### src/rtl/tbw_pkg.sv
// Constants, types and register map of the time-base tick and wake-up block.
// Assumes an APB master with 32-bit data and byte addresses on paddr.
package tbw_pkg;
  // Register byte offsets.
  localparam logic [7:0] OFS_PSC  = 8'h00;
  localparam logic [7:0] OFS_TBC  = 8'h04;
  localparam logic [7:0] OFS_FLAG = 8'h08;
  localparam logic [7:0] OFS_IEN  = 8'h0C;
  localparam logic [7:0] OFS_STAT = 8'h10;
  localparam logic [7:0] OFS_MASK = 8'h14;
  localparam logic [7:0] OFS_PWR  = 8'h18;
  // Field widths and positions.
  localparam int SEL_W = 2;
  localparam int PER_W = 3;
  localparam int TBC_EN_BIT = 7;
  localparam int FLG_W = 2;
  localparam int FLG_TICK = 0;
  localparam int FLG_EXT = 1;
  localparam int IEN_W = 3;
  localparam int IEN_GIE = 0;
  localparam int IEN_TICK = 1;
  localparam int IEN_EXT = 2;
  localparam int STAT_W = 3;
  localparam int STAT_TICK = 0;
  localparam int STAT_WAKE = 1;
  localparam int STAT_SVC = 2;
  // Reset values.
  localparam logic [SEL_W-1:0] RST_SEL = 2'h0;
  localparam logic [PER_W-1:0] RST_PER = 3'h0;
  localparam logic [FLG_W-1:0] RST_FLG = 2'h0;
  localparam logic [IEN_W-1:0] RST_IEN = 3'h0;
  localparam logic [STAT_W-1:0] RST_STAT = 3'h0;
  // Prescaler source codes and divider.
  localparam logic [SEL_W-1:0] SEL_DIV4 = 2'h1;
  localparam logic [1:0] DIV4_LAST = 2'h3;
  // Shortest period exponent.
  localparam logic [3:0] PER_BASE = 4'h8;
  // Power-mode states.
  typedef enum logic [1:0] {
    PM_RUN   = 2'b01,
    PM_SLEEP = 2'b10
  } tbw_pm_type;
  // Instruction strobes from the core.
  typedef struct packed {
    logic call;
    logic sub_ret;
    logic irq_ret;
    logic halt;
  } tbw_instr_type;
  // Interrupt acknowledge to the core.
  typedef struct packed {
    logic take;
    logic ext;
    logic tick;
  } tbw_svc_type;
endpackage

### src/rtl/tbw_prescaler.sv
// Prescaler clock enable generator.
// Assumes sub_clk_en is a one-cycle pulse per sub-clock period.
`timescale 1ns/10ps
module tbw_prescaler (
  // Clock and reset.
  input  wire logic                    pclk,
  input  wire logic                    presetn,
  // Source selection and sub-clock.
  input  wire logic [tbw_pkg::SEL_W-1:0] src_sel,
  input  wire logic                    sub_clk_en,
  // Prescaler enable pulse.
  output logic                         psc_en
);
  logic [1:0] div_r;   // Divide-by-four phase counter.
  logic       div_en;  // One pulse every fourth core clock.

  // The divider free-runs so the quarter rate is always available.
  always_ff @(posedge pclk or negedge presetn)
  begin
    if (!presetn)
      div_r <= 2'h0;
    else
      div_r <= div_r + 2'h1;
  end

  assign div_en = (div_r == tbw_pkg::DIV4_LAST);
  // Upper bit set means sub-clock, whatever the lower bit.
  assign psc_en = src_sel[1] ? sub_clk_en :
                  (src_sel == tbw_pkg::SEL_DIV4) ? div_en : 1'b1;
endmodule

### src/rtl/tbw_tick_counter.sv
// Time-base counter with selectable overflow interval.
// Assumes psc_en is a one-cycle pulse at the prescaler rate.
`timescale 1ns/10ps
module tbw_tick_counter #(
  parameter int CNT_W = 15  // Wide enough for the longest period.
) (
  // Clock and reset.
  input  wire logic                    pclk,
  input  wire logic                    presetn,
  // Control.
  input  wire logic                    enable,
  input  wire logic                    psc_en,
  input  wire logic [tbw_pkg::PER_W-1:0] period_sel,
  // Overflow pulse.
  output logic                         overflow
);
  logic [CNT_W-1:0] cnt_r;   // Prescaler clock count.
  logic [CNT_W-1:0] cnt_nxt; // Next count.
  logic [3:0]       shift;   // Period exponent.
  logic [CNT_W-1:0] low_mask; // Bits that form the interval.
  logic             full;    // Interval bits all ones.

  assign shift = tbw_pkg::PER_BASE + {1'b0, period_sel};
  assign low_mask = ~({CNT_W{1'b1}} << shift);
  assign full = &(cnt_r | ~low_mask);
  assign overflow = enable & psc_en & full;
  // Held clear while disabled, wraps to zero at the interval end.
  assign cnt_nxt = !enable ? '0 :
                   !psc_en ? cnt_r :
                   full ? '0 : cnt_r + 1'b1;

  // Count register.
  always_ff @(posedge pclk or negedge presetn)
  begin
    if (!presetn)
      cnt_r <= '0;
    else
      cnt_r <= cnt_nxt;
  end
endmodule

### src/rtl/tbw_top.sv
// Time-base tick generator with request flags, wake-up and interrupt entry.
// Assumes an APB master on pclk and a core that strobes its instructions
// for one cycle and presents the program counter to be saved on pc_in.
`timescale 1ns/10ps
module tbw_top #(
  parameter int PC_W   = 11, // Program counter width.
  parameter int DEPTH  = 4,  // Return stack levels.
  parameter int N_OTH  = 3,  // Request flags of other peripherals.
  parameter int CNT_W  = 15  // Time-base counter width.
) (
  // Clock and reset.
  input  wire logic                 pclk,
  input  wire logic                 presetn,
  // APB slave.
  input  wire logic                 psel,
  input  wire logic                 penable,
  input  wire logic                 pwrite,
  input  wire logic [7:0]           paddr,
  input  wire logic [31:0]          pwdata,
  output logic [31:0]               prdata,
  output logic                      pready,
  output logic                      pslverr,
  // Clock and event inputs.
  input  wire logic                 sub_clk_en,
  input  wire logic                 ext_edge,
  input  wire logic [N_OTH-1:0]     other_req,
  // Core instruction side.
  input  wire tbw_pkg::tbw_instr_type instr,
  input  wire logic [PC_W-1:0]      pc_in,
  // Core answers.
  output tbw_pkg::tbw_svc_type      svc,
  output logic                      ret_valid,
  output logic [PC_W-1:0]           ret_pc,
  output logic                      sleeping,
  output logic                      wake,
  // Interrupt line.
  output logic                      irq
);
  localparam int SP_W = $clog2(DEPTH + 1);
  localparam int NREG = 7;
  localparam logic [SP_W-1:0] SP_FULL = SP_W'(DEPTH);

  // Decodes a byte address into one hot register select.
  function automatic logic [NREG-1:0] reg_hit(input logic [7:0] a);
    if (a == tbw_pkg::OFS_PSC)
      reg_hit = 7'h01;
    else if (a == tbw_pkg::OFS_TBC)
      reg_hit = 7'h02;
    else if (a == tbw_pkg::OFS_FLAG)
      reg_hit = 7'h04;
    else if (a == tbw_pkg::OFS_IEN)
      reg_hit = 7'h08;
    else if (a == tbw_pkg::OFS_STAT)
      reg_hit = 7'h10;
    else if (a == tbw_pkg::OFS_MASK)
      reg_hit = 7'h20;
    else if (a == tbw_pkg::OFS_PWR)
      reg_hit = 7'h40;
    else
      reg_hit = 7'h00;
  endfunction

  // Bus handshake.
  logic            setup;     // Setup phase of a transfer.
  logic            done;      // Access completes at this edge.
  logic            wr;        // Completing write.
  logic            rd;        // Completing read.
  logic [NREG-1:0] hit;       // Register select.
  logic            mapped;    // Address belongs to a register.
  logic [31:0]     rd_mux;    // Read data of the selected register.
  logic            pready_r;  // Answer in the access phase.
  logic            pslverr_r; // Unmapped address.
  logic [31:0]     prdata_r;  // Latched read data.

  // Software registers.
  logic [tbw_pkg::SEL_W-1:0]  sel_r;   // Prescaler source.
  logic                       tb_en_r; // Tick generator enable.
  logic [tbw_pkg::PER_W-1:0]  per_r;   // Tick period code.
  logic [tbw_pkg::FLG_W-1:0]  flg_r;   // Request flags.
  logic [tbw_pkg::FLG_W-1:0]  flg_nxt; // Next request flags.
  logic [tbw_pkg::IEN_W-1:0]  ien_r;   // Interrupt enables.
  logic [tbw_pkg::IEN_W-1:0]  ien_nxt; // Next interrupt enables.
  logic [tbw_pkg::STAT_W-1:0] stat_r;  // Sticky event status.
  logic [tbw_pkg::STAT_W-1:0] stat_nxt; // Next status.
  logic [tbw_pkg::STAT_W-1:0] mask_r;  // Interrupt mask.

  // Time base.
  logic psc_en;   // Prescaler clock pulse.
  logic psc_gate; // Pulse after sleep gating.
  logic tick_ovf; // Counter overflow.

  // Power mode and wake-up.
  tbw_pkg::tbw_pm_type pm_r;   // Power-mode state.
  tbw_pkg::tbw_pm_type pm_nxt; // Next state.
  logic [N_OTH+tbw_pkg::FLG_W-1:0] req_all;  // Every request flag.
  logic [N_OTH+tbw_pkg::FLG_W-1:0] req_prev; // Flags one cycle ago.
  logic                            wake_ev;  // Rising flag while asleep.

  // Interrupt entry and return stack.
  logic [PC_W-1:0] stk_mem [DEPTH]; // Saved program counters.
  logic [SP_W-1:0] sp_r;     // Filled levels.
  logic            full;     // No free level.
  logic            empty;    // Nothing saved.
  logic            busy;     // Core strobes an instruction.
  logic            svc_ok;   // Service may be granted.
  logic            take_ext; // Grant external interrupt.
  logic            take_tick; // Grant time-base interrupt.
  logic            take;     // Any grant.
  logic            push;     // Save pc_in.
  logic            pop;      // Restore a level.
  logic            svc_take_r; // Grant pulse.
  logic            svc_ext_r;  // Grant was external.
  logic            svc_tick_r; // Grant was time base.
  logic            ret_valid_r; // Restore pulse.
  logic [PC_W-1:0] ret_pc_r;   // Restored counter.
  logic            sleep_r;    // Asleep.
  logic            wake_r;     // Wake pulse.
  logic            irq_r;      // Interrupt line.

  // Bus decode; read data is captured in setup, the access ends one cycle later.
  assign setup  = psel & ~penable;
  assign done   = psel & penable & pready_r;
  assign wr     = done & pwrite;
  assign rd     = done & ~pwrite;
  assign hit    = reg_hit(paddr);
  assign mapped = |hit;

  // Unimplemented bits of every register read as zero.
  assign rd_mux = ({32{hit[0]}} & {30'h0, sel_r}) |
                  ({32{hit[1]}} & {24'h0, tb_en_r, 4'h0, per_r}) |
                  ({32{hit[2]}} & {30'h0, flg_r}) |
                  ({32{hit[3]}} & {29'h0, ien_r}) |
                  ({32{hit[4]}} & {29'h0, stat_r}) |
                  ({32{hit[5]}} & {29'h0, mask_r}) |
                  ({32{hit[6]}} & {{(31-SP_W){1'b0}}, sp_r, sleep_r});

  // Bus answer registers.
  always_ff @(posedge pclk or negedge presetn)
  begin
    if (!presetn)
    begin
      pready_r  <= 1'b0;
      pslverr_r <= 1'b0;
      prdata_r  <= 32'h0;
    end
    else
    begin
      pready_r <= setup;
      if (setup)
      begin
        pslverr_r <= ~mapped;
        prdata_r  <= pwrite ? 32'h0 : rd_mux;
      end
    end
  end

  // Prescaler source select and time-base control registers.
  always_ff @(posedge pclk or negedge presetn)
  begin
    if (!presetn)
    begin
      sel_r   <= tbw_pkg::RST_SEL;
      tb_en_r <= 1'b0;
      per_r   <= tbw_pkg::RST_PER;
    end
    else
    begin
      if (wr && hit[0])
        sel_r <= pwdata[tbw_pkg::SEL_W-1:0];
      if (wr && hit[1])
      begin
        tb_en_r <= pwdata[tbw_pkg::TBC_EN_BIT];
        per_r   <= pwdata[tbw_pkg::PER_W-1:0];
      end
    end
  end

  // Prescaler and counter.
  tbw_prescaler u_psc (
    .pclk       (pclk),
    .presetn    (presetn),
    .src_sel    (sel_r),
    .sub_clk_en (sub_clk_en),
    .psc_en     (psc_en)
  );

  // The core clock stops in sleep; only the sub-clock keeps counting.
  assign psc_gate = psc_en & (sel_r[1] | (pm_r == tbw_pkg::PM_RUN));

  tbw_tick_counter #(
    .CNT_W (CNT_W)
  ) u_cnt (
    .pclk       (pclk),
    .presetn    (presetn),
    .enable     (tb_en_r),
    .psc_en     (psc_gate),
    .period_sel (per_r),
    .overflow   (tick_ovf)
  );

  // Request flags: hardware sets win over any clear in the same cycle.
  // A software write may set a flag ahead of sleep to mute its wake-up.
  always_comb
  begin
    flg_nxt = flg_r;
    if (wr && hit[2])
      flg_nxt = pwdata[tbw_pkg::FLG_W-1:0];
    else
    begin
      if (take_tick)
        flg_nxt[tbw_pkg::FLG_TICK] = 1'b0;
      if (take_ext)
        flg_nxt[tbw_pkg::FLG_EXT] = 1'b0;
    end
    if (tick_ovf)
      flg_nxt[tbw_pkg::FLG_TICK] = 1'b1;
    // The pin edge is seen in every power mode.
    if (ext_edge)
      flg_nxt[tbw_pkg::FLG_EXT] = 1'b1;
  end

  // Enables: interrupt return sets the global bit, a grant clears it.
  always_comb
  begin
    ien_nxt = (wr && hit[3]) ? pwdata[tbw_pkg::IEN_W-1:0] : ien_r;
    // The return and the grant override only the global bit of a write.
    if (instr.irq_ret)
      ien_nxt[tbw_pkg::IEN_GIE] = 1'b1;
    else if (take)
      ien_nxt[tbw_pkg::IEN_GIE] = 1'b0;
    // A subroutine return leaves the global bit as it stands.
  end

  // Status events are sticky; a read clears only the bits it returned,
  // so an event landing between setup and access is not lost.
  always_comb
  begin
    stat_nxt = (rd && hit[4]) ? (stat_r & ~prdata_r[tbw_pkg::STAT_W-1:0]) : stat_r;
    if (tick_ovf)
      stat_nxt[tbw_pkg::STAT_TICK] = 1'b1;
    if (wake_ev)
      stat_nxt[tbw_pkg::STAT_WAKE] = 1'b1;
    if (take)
      stat_nxt[tbw_pkg::STAT_SVC] = 1'b1;
  end

  // Flag, enable, status and mask registers.
  always_ff @(posedge pclk or negedge presetn)
  begin
    if (!presetn)
    begin
      flg_r  <= tbw_pkg::RST_FLG;
      ien_r  <= tbw_pkg::RST_IEN;
      stat_r <= tbw_pkg::RST_STAT;
      mask_r <= tbw_pkg::RST_STAT;
    end
    else
    begin
      flg_r  <= flg_nxt;
      ien_r  <= ien_nxt;
      stat_r <= stat_nxt;
      if (wr && hit[5])
        mask_r <= pwdata[tbw_pkg::STAT_W-1:0];
    end
  end

  // Wake-up looks at flag edges only, never at the enables.
  assign req_all = {other_req, flg_r};
  assign wake_ev = (pm_r == tbw_pkg::PM_SLEEP) &
                   (|(req_all & ~req_prev));

  // Power-mode state machine.
  always_comb
  begin
    pm_nxt = pm_r;
    case (pm_r)
      tbw_pkg::PM_RUN:
      begin
        if (instr.halt)
          pm_nxt = tbw_pkg::PM_SLEEP;
      end
      tbw_pkg::PM_SLEEP:
      begin
        if (wake_ev)
          pm_nxt = tbw_pkg::PM_RUN;
      end
      default:
        pm_nxt = tbw_pkg::PM_RUN;
    endcase
  end

  // Power-mode registers and flag history.
  always_ff @(posedge pclk or negedge presetn)
  begin
    if (!presetn)
    begin
      pm_r     <= tbw_pkg::PM_RUN;
      req_prev <= '0;
      sleep_r  <= 1'b0;
      wake_r   <= 1'b0;
    end
    else
    begin
      pm_r     <= pm_nxt;
      req_prev <= req_all;
      sleep_r  <= (pm_nxt == tbw_pkg::PM_SLEEP);
      wake_r   <= wake_ev;
    end
  end

  // Grant: running, global and own enable set, a free stack level,
  // and no instruction strobe in the same cycle, halt included.
  assign full  = (sp_r == SP_FULL);
  assign empty = (sp_r == '0);
  assign busy  = instr.call | instr.sub_ret | instr.irq_ret | instr.halt;
  assign svc_ok = (pm_r == tbw_pkg::PM_RUN) & ien_r[tbw_pkg::IEN_GIE] &
                  ~full & ~busy;
  // External request has priority over the time base.
  assign take_ext  = svc_ok & ien_r[tbw_pkg::IEN_EXT] &
                     flg_r[tbw_pkg::FLG_EXT];
  assign take_tick = svc_ok & ien_r[tbw_pkg::IEN_TICK] &
                     flg_r[tbw_pkg::FLG_TICK] & ~take_ext;
  assign take = take_ext | take_tick;

  // Only the program counter is saved; a call on a full stack is dropped.
  assign push = take | (instr.call & ~full);
  assign pop  = (instr.sub_ret | instr.irq_ret) & ~empty;

  // Stack storage needs no reset; the pointer guards every read.
  always_ff @(posedge pclk)
  begin
    if (push)
      stk_mem[sp_r[SP_W-1:0] % DEPTH] <= pc_in;
  end

  // Stack pointer and core answer registers.
  always_ff @(posedge pclk or negedge presetn)
  begin
    if (!presetn)
    begin
      sp_r        <= '0;
      svc_take_r  <= 1'b0;
      svc_ext_r   <= 1'b0;
      svc_tick_r  <= 1'b0;
      ret_valid_r <= 1'b0;
      ret_pc_r    <= '0;
    end
    else
    begin
      svc_take_r  <= take;
      svc_ext_r   <= take_ext;
      svc_tick_r  <= take_tick;
      ret_valid_r <= pop;
      if (push)
        sp_r <= sp_r + 1'b1;
      else if (pop)
      begin
        sp_r     <= sp_r - 1'b1;
        ret_pc_r <= stk_mem[(sp_r - 1'b1) % DEPTH];
      end
    end
  end

  // Interrupt line follows unmasked status one cycle later.
  always_ff @(posedge pclk or negedge presetn)
  begin
    if (!presetn)
      irq_r <= 1'b0;
    else
      irq_r <= |(stat_r & mask_r);
  end

  // Every output comes from a flip-flop.
  assign prdata    = prdata_r;
  assign pready    = pready_r;
  assign pslverr   = pslverr_r;
  assign svc.take  = svc_take_r;
  assign svc.ext   = svc_ext_r;
  assign svc.tick  = svc_tick_r;
  assign ret_valid = ret_valid_r;
  assign ret_pc    = ret_pc_r;
  assign sleeping  = sleep_r;
  assign wake      = wake_r;
  assign irq       = irq_r;
endmodule

### config.mk
export PLATFORM = sky130hd
export DESIGN_NAME = tbw_top
export DESIGN_NICKNAME = d
export VERILOG_FILES = /design/src/rtl/tbw_pkg.sv /design/src/rtl/tbw_prescaler.sv /design/src/rtl/tbw_tick_counter.sv /design/src/rtl/tbw_top.sv
export SDC_FILE = /design/constraint.sdc
export NUM_CORES = 1
export LEC_CHECK = 0
export ABC_AREA = 1
export BUFFER_PORTS_ARGS = -buffer_cell sky130_fd_sc_hd__buf_4
export CAP_MARGIN = 20
export CELL_PAD_IN_SITES_DETAIL_PLACEMENT = 1
export CELL_PAD_IN_SITES_GLOBAL_PLACEMENT = 1
export CORE_MARGIN = 2
export CORE_UTILIZATION = 34
export CTS_CLUSTER_SIZE = 20
export DETAILED_ROUTE_END_ITERATION = 6
export PLACE_DENSITY_LB_ADDON = 0.1
export SLEW_MARGIN = 0
export SYNTH_ARGS = -nofsm -noshare
export SYNTH_HDL_FRONTEND = slang
export SYNTH_HIERARCHICAL = 1
export SYNTH_SLANG_ARGS = --single-unit
### constraint.sdc
create_clock -name pclk -period 2.92 [get_ports pclk]
set_clock_uncertainty 0.15 [all_clocks]
set_input_delay 0.292 -clock pclk [delete_from_list [all_inputs] [get_ports pclk]]
set_output_delay 0.292 -clock pclk [all_outputs]
set_load 0.005 [all_outputs]
; Word-level counts from Yosys, hierarchy flattened
; Memory sizes are Yosys's and may differ from the RTL's. A register that Yosys moved wholly into a read port is not among the register bits.
; Index checks and enable logic that the tools add are counted.
[totals]
regBits = 85
ram_bits = 44
input_bits = 65
out_inout_bits = 52
wordCells = 155
n_memories = 1
[op_classes]
n_addsub = 6
eq_ne = 13
shift = 1
muxes = 32
bitwise_logic = 55
n_reduce_logical = 21
[memory_table]
columns = memory, depth, word_bits, rd, rd_clocked_by_memory_dff, wr, line_no
row1 = stk_mem, 4, 11, 1, 1, 1, tbw_top.sv:100  ; logic [PC_W-1:0] stk_mem [DEPTH];
[ops]
columns = operator, count
row1 = OR 32 bit, 6
row2 = AND 32 x 3 -> 32 bit, 3
row3 = AND 32 x 2 -> 32 bit, 2
row4 = 2-to-1 mux 7 bit, 7
row5 = 2-to-1 mux 15 bit, 3
row6 = AND 32 x 4 -> 32 bit, 1
row7 = AND 32 x 8 -> 32 bit, 1
row8 = 2-to-1 mux 32 bit, 1
row9 = NOT 15 bit, 2
row10 = "== test 8 x 5 -> 1 bit, second input constant", 3
row11 = AND 1 bit, 19
row12 = "== test 8 x 4 -> 1 bit, second input constant", 2
row13 = "adder 15 x 1 -> 15 bit, second input constant", 1
row14 = OR 15 bit, 1
row15 = AND reduction 15 bit, 1
row16 = "left shift 15 x 4 -> 15 bit, first input constant", 1
row17 = 2-to-1 mux 1 bit, 14
row18 = 2-to-1 mux 3 bit, 3
row19 = nonzero test 3 bit, 3
row20 = "== test 8 x 3 -> 1 bit, second input constant", 1
row21 = logical NOT 8 bit, 1
row22 = NOT 1 bit, 8
row23 = nonzero test 2 bit, 4
row24 = OR 1 bit, 7
row25 = 22 further kinds, 33

; Depth between registers and ports, before layout
[depth]
depth_word = 16
mapped_depth = 18
depth_no_buf = 18

; Hierarchy
; The synthesis kept the hierarchy.
[modules_own_cells]
columns = mod, instances, cells_each, area_per_inst_um2, seq_area_each_um2
row1 = tbw_top, 1, 429, 4374.2, 2623.8
row2 = tbw_tick_counter, 1, 140, 1003.5, 375.4
row3 = tbw_prescaler, 1, 8, 88.8, 50.0

; Worst setup path before layout
; Ideal clock, no wire load.
[synth_timing]
kind = register to register
from = register sp_r[0]
to = memory stk_mem[2][0] (enable)
setup_time_ns = 0.378
t_arrival_ns = 2.172
t_required_ns = 2.392
setup_slack_ns = 0.220
stages_incl_launch_ff = 12
path_buffers = 2
synth_period_minus_slack_ns = 2.700
path_cell_list = dfrtp_1 -> inv_1 -> buf_2 -> ha_1 -> nand2_2 -> nand3_2 -> nor2_4 -> o21ai_4 -> nand2_4 -> inv_4 -> buf_6 -> nor2_1
[synth_between]
elab_chain_len = 12
word_cells_on_any_way = 15
cone_classes = 1 x eq/ne / 2 x mux / 12 x bitwise
[synth_lines]
columns = element, line_no
row1 = from (decl), tbw_top.sv:101  ; logic [SP_W-1:0] sp_r;
row2 = from (signal assigned), tbw_top.sv:355  ; sp_r <= sp_r + 1'b1;
row3 = from (signal assigned), tbw_top.sv:358  ; sp_r <= sp_r - 1'b1;
row4 = == test 3 bit, tbw_top.sv:313  ; assign full = (sp_r == SP_FULL);
row5 = NOT 1 bit, "tbw_top.sv:317, tbw_top.sv:326"
row6 = AND 1 bit, tbw_top.sv:316  ; assign svc_ok = (pm_r == tbw_pkg::PM_RUN) & ien_r[tbw_pkg::IEN_GIE] &
row7 = AND 1 bit, tbw_top.sv:317  ; ~full & ~busy;
row8 = AND 1 bit (2 in a row), tbw_top.sv:319  ; assign take_ext = svc_ok & ien_r[tbw_pkg::IEN_EXT] &
row9 = NOT 1 bit, tbw_top.sv:322  ; flg_r[tbw_pkg::FLG_TICK] & ~take_ext;
row10 = AND 1 bit, tbw_top.sv:322
row11 = OR 1 bit, tbw_top.sv:323  ; assign take = take_ext | take_tick;
row12 = OR 1 bit, tbw_top.sv:326  ; assign push = take | (instr.call & ~full);
row13 = 2-to-1 mux 1 bit, tbw_top.sv:332  ; if (push)
row14 = 2-to-1 mux 1 bit (implied by the code), tbw_top.sv:333  ; stk_mem[sp_r[SP_W-1:0] % DEPTH] <= pc_in;
row15 = to (decl), tbw_top.sv:100
; Parallel ways exist; a longest one is shown, timed or not.

; Worst setup path after layout
[layout_timing]
from = register pm_r[0]
to = register sp_r[2]
[layout_between]
elab_chain_len = 11
word_cells_on_any_way = 14
cone_classes = 1 x eq/ne / 1 x mux / 11 x bitwise / 1 x reduce/logical
[layout_lines]
columns = element, line_no
row1 = from (decl), tbw_top.sv:93  ; tbw_pkg::tbw_pm_type pm_r;
row2 = from (signal assigned), tbw_top.sv:297  ; pm_r <= tbw_pkg::PM_RUN;
row3 = from (signal assigned), tbw_top.sv:304  ; pm_r <= pm_nxt;
row4 = == test 2 x 1 -> 1 bit (*), tbw_top.sv:316
row5 = AND 1 bit (*) (2 in a row), tbw_top.sv:316
row6 = AND 1 bit (*), tbw_top.sv:317
row7 = AND 1 bit (2 in a row), tbw_top.sv:319
row8 = NOT 1 bit, tbw_top.sv:322
row9 = AND 1 bit, tbw_top.sv:322
row10 = OR 1 bit (*), tbw_top.sv:323
row11 = OR 1 bit (*), tbw_top.sv:326
row12 = 2-to-1 mux 3 bit / nonzero test 2 bit (equally long branches), -
; Mark *: on every way between the ends. The rest lies on a longest branch, timed or not.
; A chain may end at the register's enable or synchronous reset.

==> impl_metrics.env <==
export IMPL_clk_pin_slew_ns=0.06
export IMPL_drive_gt1_share_pct=20.9
export IMPL_synth_top_cell_area_share_pct=31.1
export IMPL_num_io_pins=117
export IMPL_cp_arrival_ns=2.50
export IMPL_die_h_um=131
export IMPL_p_sw_uw=1770
export IMPL_clockPowerShare_pct=36.0
export IMPL_cts_setup_buffers=0
export IMPL_routabilityCongestion=0.792
export IMPL_diodes=0
export IMPL_crit_path_end_kind="register"
export IMPL_grt_max_degree=70
export IMPL_path_max_fanout=5
export IMPL_dr_pass1_iters=5
export IMPL_via_per_inst=4.63
export IMPL_max_freq_mhz=426
export IMPL_power_frac_comb_pct=26.3
export IMPL_required_ns=3.07
export IMPL_drv_cap=0
export IMPL_synth_seq_cells=113
export IMPL_setup_ws_ns=0.572
export IMPL_min_path_type="primary input to register"
export IMPL_drc=0
export IMPL_synthFlopType="dfrtp_1"
export IMPL_period_needed_ns=2.35
export IMPL_cell_internal_pwr_uw=3650
export IMPL_fillers=1850
export IMPL_tritoncts="done"
export IMPL_final_cell_mix="nand2_1 (135), buf_4 (70), nor2_1 (68), dfrtp_1 (68), inv_1 (54)"
export IMPL_numCtsBuffers=17
export IMPL_die_area_mm2=0.0171
export IMPL_htree_levels=4
export IMPL_cts_resized=0
export IMPL_rsz0062_at_grt="false"
export IMPL_io_buffers=61
export IMPL_cts_sinks=113
export IMPL_dp_final_hpwl_um=9780
export IMPL_die_width_um=131
export IMPL_grt_use_total_pct=17.4
export IMPL_grt_pass1_wl_um=22400
export IMPL_power_frac_seq_pct=37.7
export IMPL_yosys_area_top_type="dfrtp_1"
export IMPL_yosys_warnings=6
export IMPL_drt_initial_drc_count=170
export IMPL_cts_root_buf="clkbuf_16"
export IMPL_worstSkewPairLatency_ns=0.41
export IMPL_initial_core_util_pct=34.5
export IMPL_grt_pass1_vias=4457
export IMPL_synthCells=577
export IMPL_worstSetupPathType="register to register"
export IMPL_layout_commonest_cell="nand2_1"
export IMPL_setup_violations=0
export IMPL_antenna_found_initial=0
export IMPL_wl_per_cell_um=15.4
export IMPL_synthArstFlopShare_pct=61.1
export IMPL_tightestPinTransition_ns=0.956
export IMPL_grt_overflow=0
export IMPL_syn_area_mm2=0.00547
export IMPL_netSwitchingFraction_pct=32.6
export IMPL_antenna_left=0
export IMPL_synth_edf_count=44
export IMPL_final_hold_viol_count=0
export IMPL_tns_ns=0
export IMPL_wl_um=13900
export IMPL_vdd_drop_max_v=0.000386
export IMPL_clk_path_buf_depth=2
export IMPL_period_share_pct=80.4
export IMPL_vias=4176
export IMPL_status="complete, no violations"
export IMPL_ys_top_cells_by_area="dfrtp_1 (31%), edfxtp_1 (24%), nand2_1 (9.3%)"
export IMPL_relSlewSlack_pct=36.3
export IMPL_p_per_area_mw_per_mm2=793
export IMPL_holdBufCountCts=19
export IMPL_syn2layout_area_growth_pct=25.0
export IMPL_maxSlewViolCount=0
export IMPL_final_nets=746
export IMPL_synthDistinctLibCells=40
export IMPL_row_count=46
export IMPL_power_leakage_uw=0.00306
export IMPL_crit_path_start_kind="register"
export IMPL_syn_mean_instance_area_um2=9.47
export IMPL_pre_cts_ws_ns=0.571
export IMPL_ys_seq_area_share_pct=55.8
export IMPL_core_area_mm2=0.0158
metrics by stage:
step | cell area (um2) | hold WS (ns) | util, % | total power (uW) | instances
2_1_floorplan | 5560 | -0.154 | - | 2970 | 603
3_3_place_gp | 6080 | 0.260 | 38.4 | 3470 | 850
3_5_place_dp | 6080 | 0.265 | 38.4 | 3520 | 850
4_1_cts | 6830 | 0.0530 | 43.2 | 5520 | 901
5_1_grt | 6830 | 0.0766 | 43.2 | 5770 | 901
6_report | 6830 | 0.0704 | 43.2 | 5420 | 901
power by group through the flow:
stage	registers, uW	logic [uW]	clock network, uW
2_1_floorplan	2060	910	0
3_3_place_gp	2070	1400	0
3_5_place_dp	2080	1440	0
4_1_cts	2050	1470	2010
5_1_grt	2080	1620	2070
6_report	2040	1420	1950
area by class of cell:
cell class | count | area, um2 | share of cell area [%]
clock inverters | 15 | 135 | 1.98
multi-input cells | 394 | 2020 | 29.6
well taps | 216 | 270 | 3.96
repair buffers | 89 | 716 | 10.5
inverters | 57 | 216 | 3.17
clock buffers | 17 | 425 | 6.23
flip-flops and latches | 113 | 3050 | 44.6
final timing paths:
check                          startpoint        endpoint  slack, ns  cells past startpoint
min reg2reg                u_psc/div_r[0]  u_psc/div_r[0]       0.27                      1
max                               pm_r[0]         sp_r[2]       0.57                     17
min in group asynchronous         presetn  u_cnt/cnt_r[9]       0.41                      2
min                                  psel          pready       0.07                      3
max reg2reg                       pm_r[0]         sp_r[2]       0.57                     17
max in group asynchronous         presetn       ret_pc[6]       1.57                      2
cells in the mapped netlist, types with 4 or more instances:
library cell,number
xor2_1,6
o32ai_1,11
nor2_1,68
o21bai_2,6
nand2_4,4
nand3_1,37
ha_1,9
buf_4,30
a21oi_1,7
buf_2,4
inv_1,54
nor2_4,5
nand2_1,135
nor2_2,12
dfrtp_1,68
nand4_1,4
nand2_2,5
edfxtp_1,44
o21ai_0,28
o21ai_1,6
nor3_1,4
metal layers:
| layer | routed length, um | GRT usage, % |
|---|---|---|
| met3 | 483 | 3.71 |
| met5 | 0 | 0 |
| met1 | 6320 | 22.2 |
| met4 | 140 | 5.63 |
| met2 | 6900 | 29.6 |
cells by family after synthesis:
logic type / after synthesis / synth area share [%]
fa+ha+maj: 9 / 2.06
mux: 1 / 0.206
compound gates: 70 / 8.84
xor+xnor: 6 / 0.961
other cells: 1 / 0.0686
flops: 113 / 55.8
simple gates: 281 / 23.0
buf+inv: 96 / 9.06
state kept, by name, indices dropped and copies added (netlist names), 2 cells and up:
register	flops
stk_mem	44
u_cnt/cnt_r	15
ret_pc	11
prdata	5
req_prev	5
ien_r	3
mask_r	3
per_r	3
sp_r	3
stat_r	3
flg_r	2
pm_r	2
sel_r	2
u_psc/div_r	2
critical path, stage by stage, from the launching register on:
cell and delay [ns]:
dfstp_2 0.54, ha_1 0.26, inv_1 0.08, nor2_2 0.12
nand2_2 0.08, nor2_4 0.14, o21ai_4 0.12, nand2_4 0.11
nand2_1 0.06, nand2_1 0.05, inv_1 0.04, ha_1 0.16
inv_1 0.05, nand2_1 0.06, inv_1 0.06, nand2_1 0.04
nand3_1 0.08, nand2_1 0.05
Power figures use the tool's default switching activity.
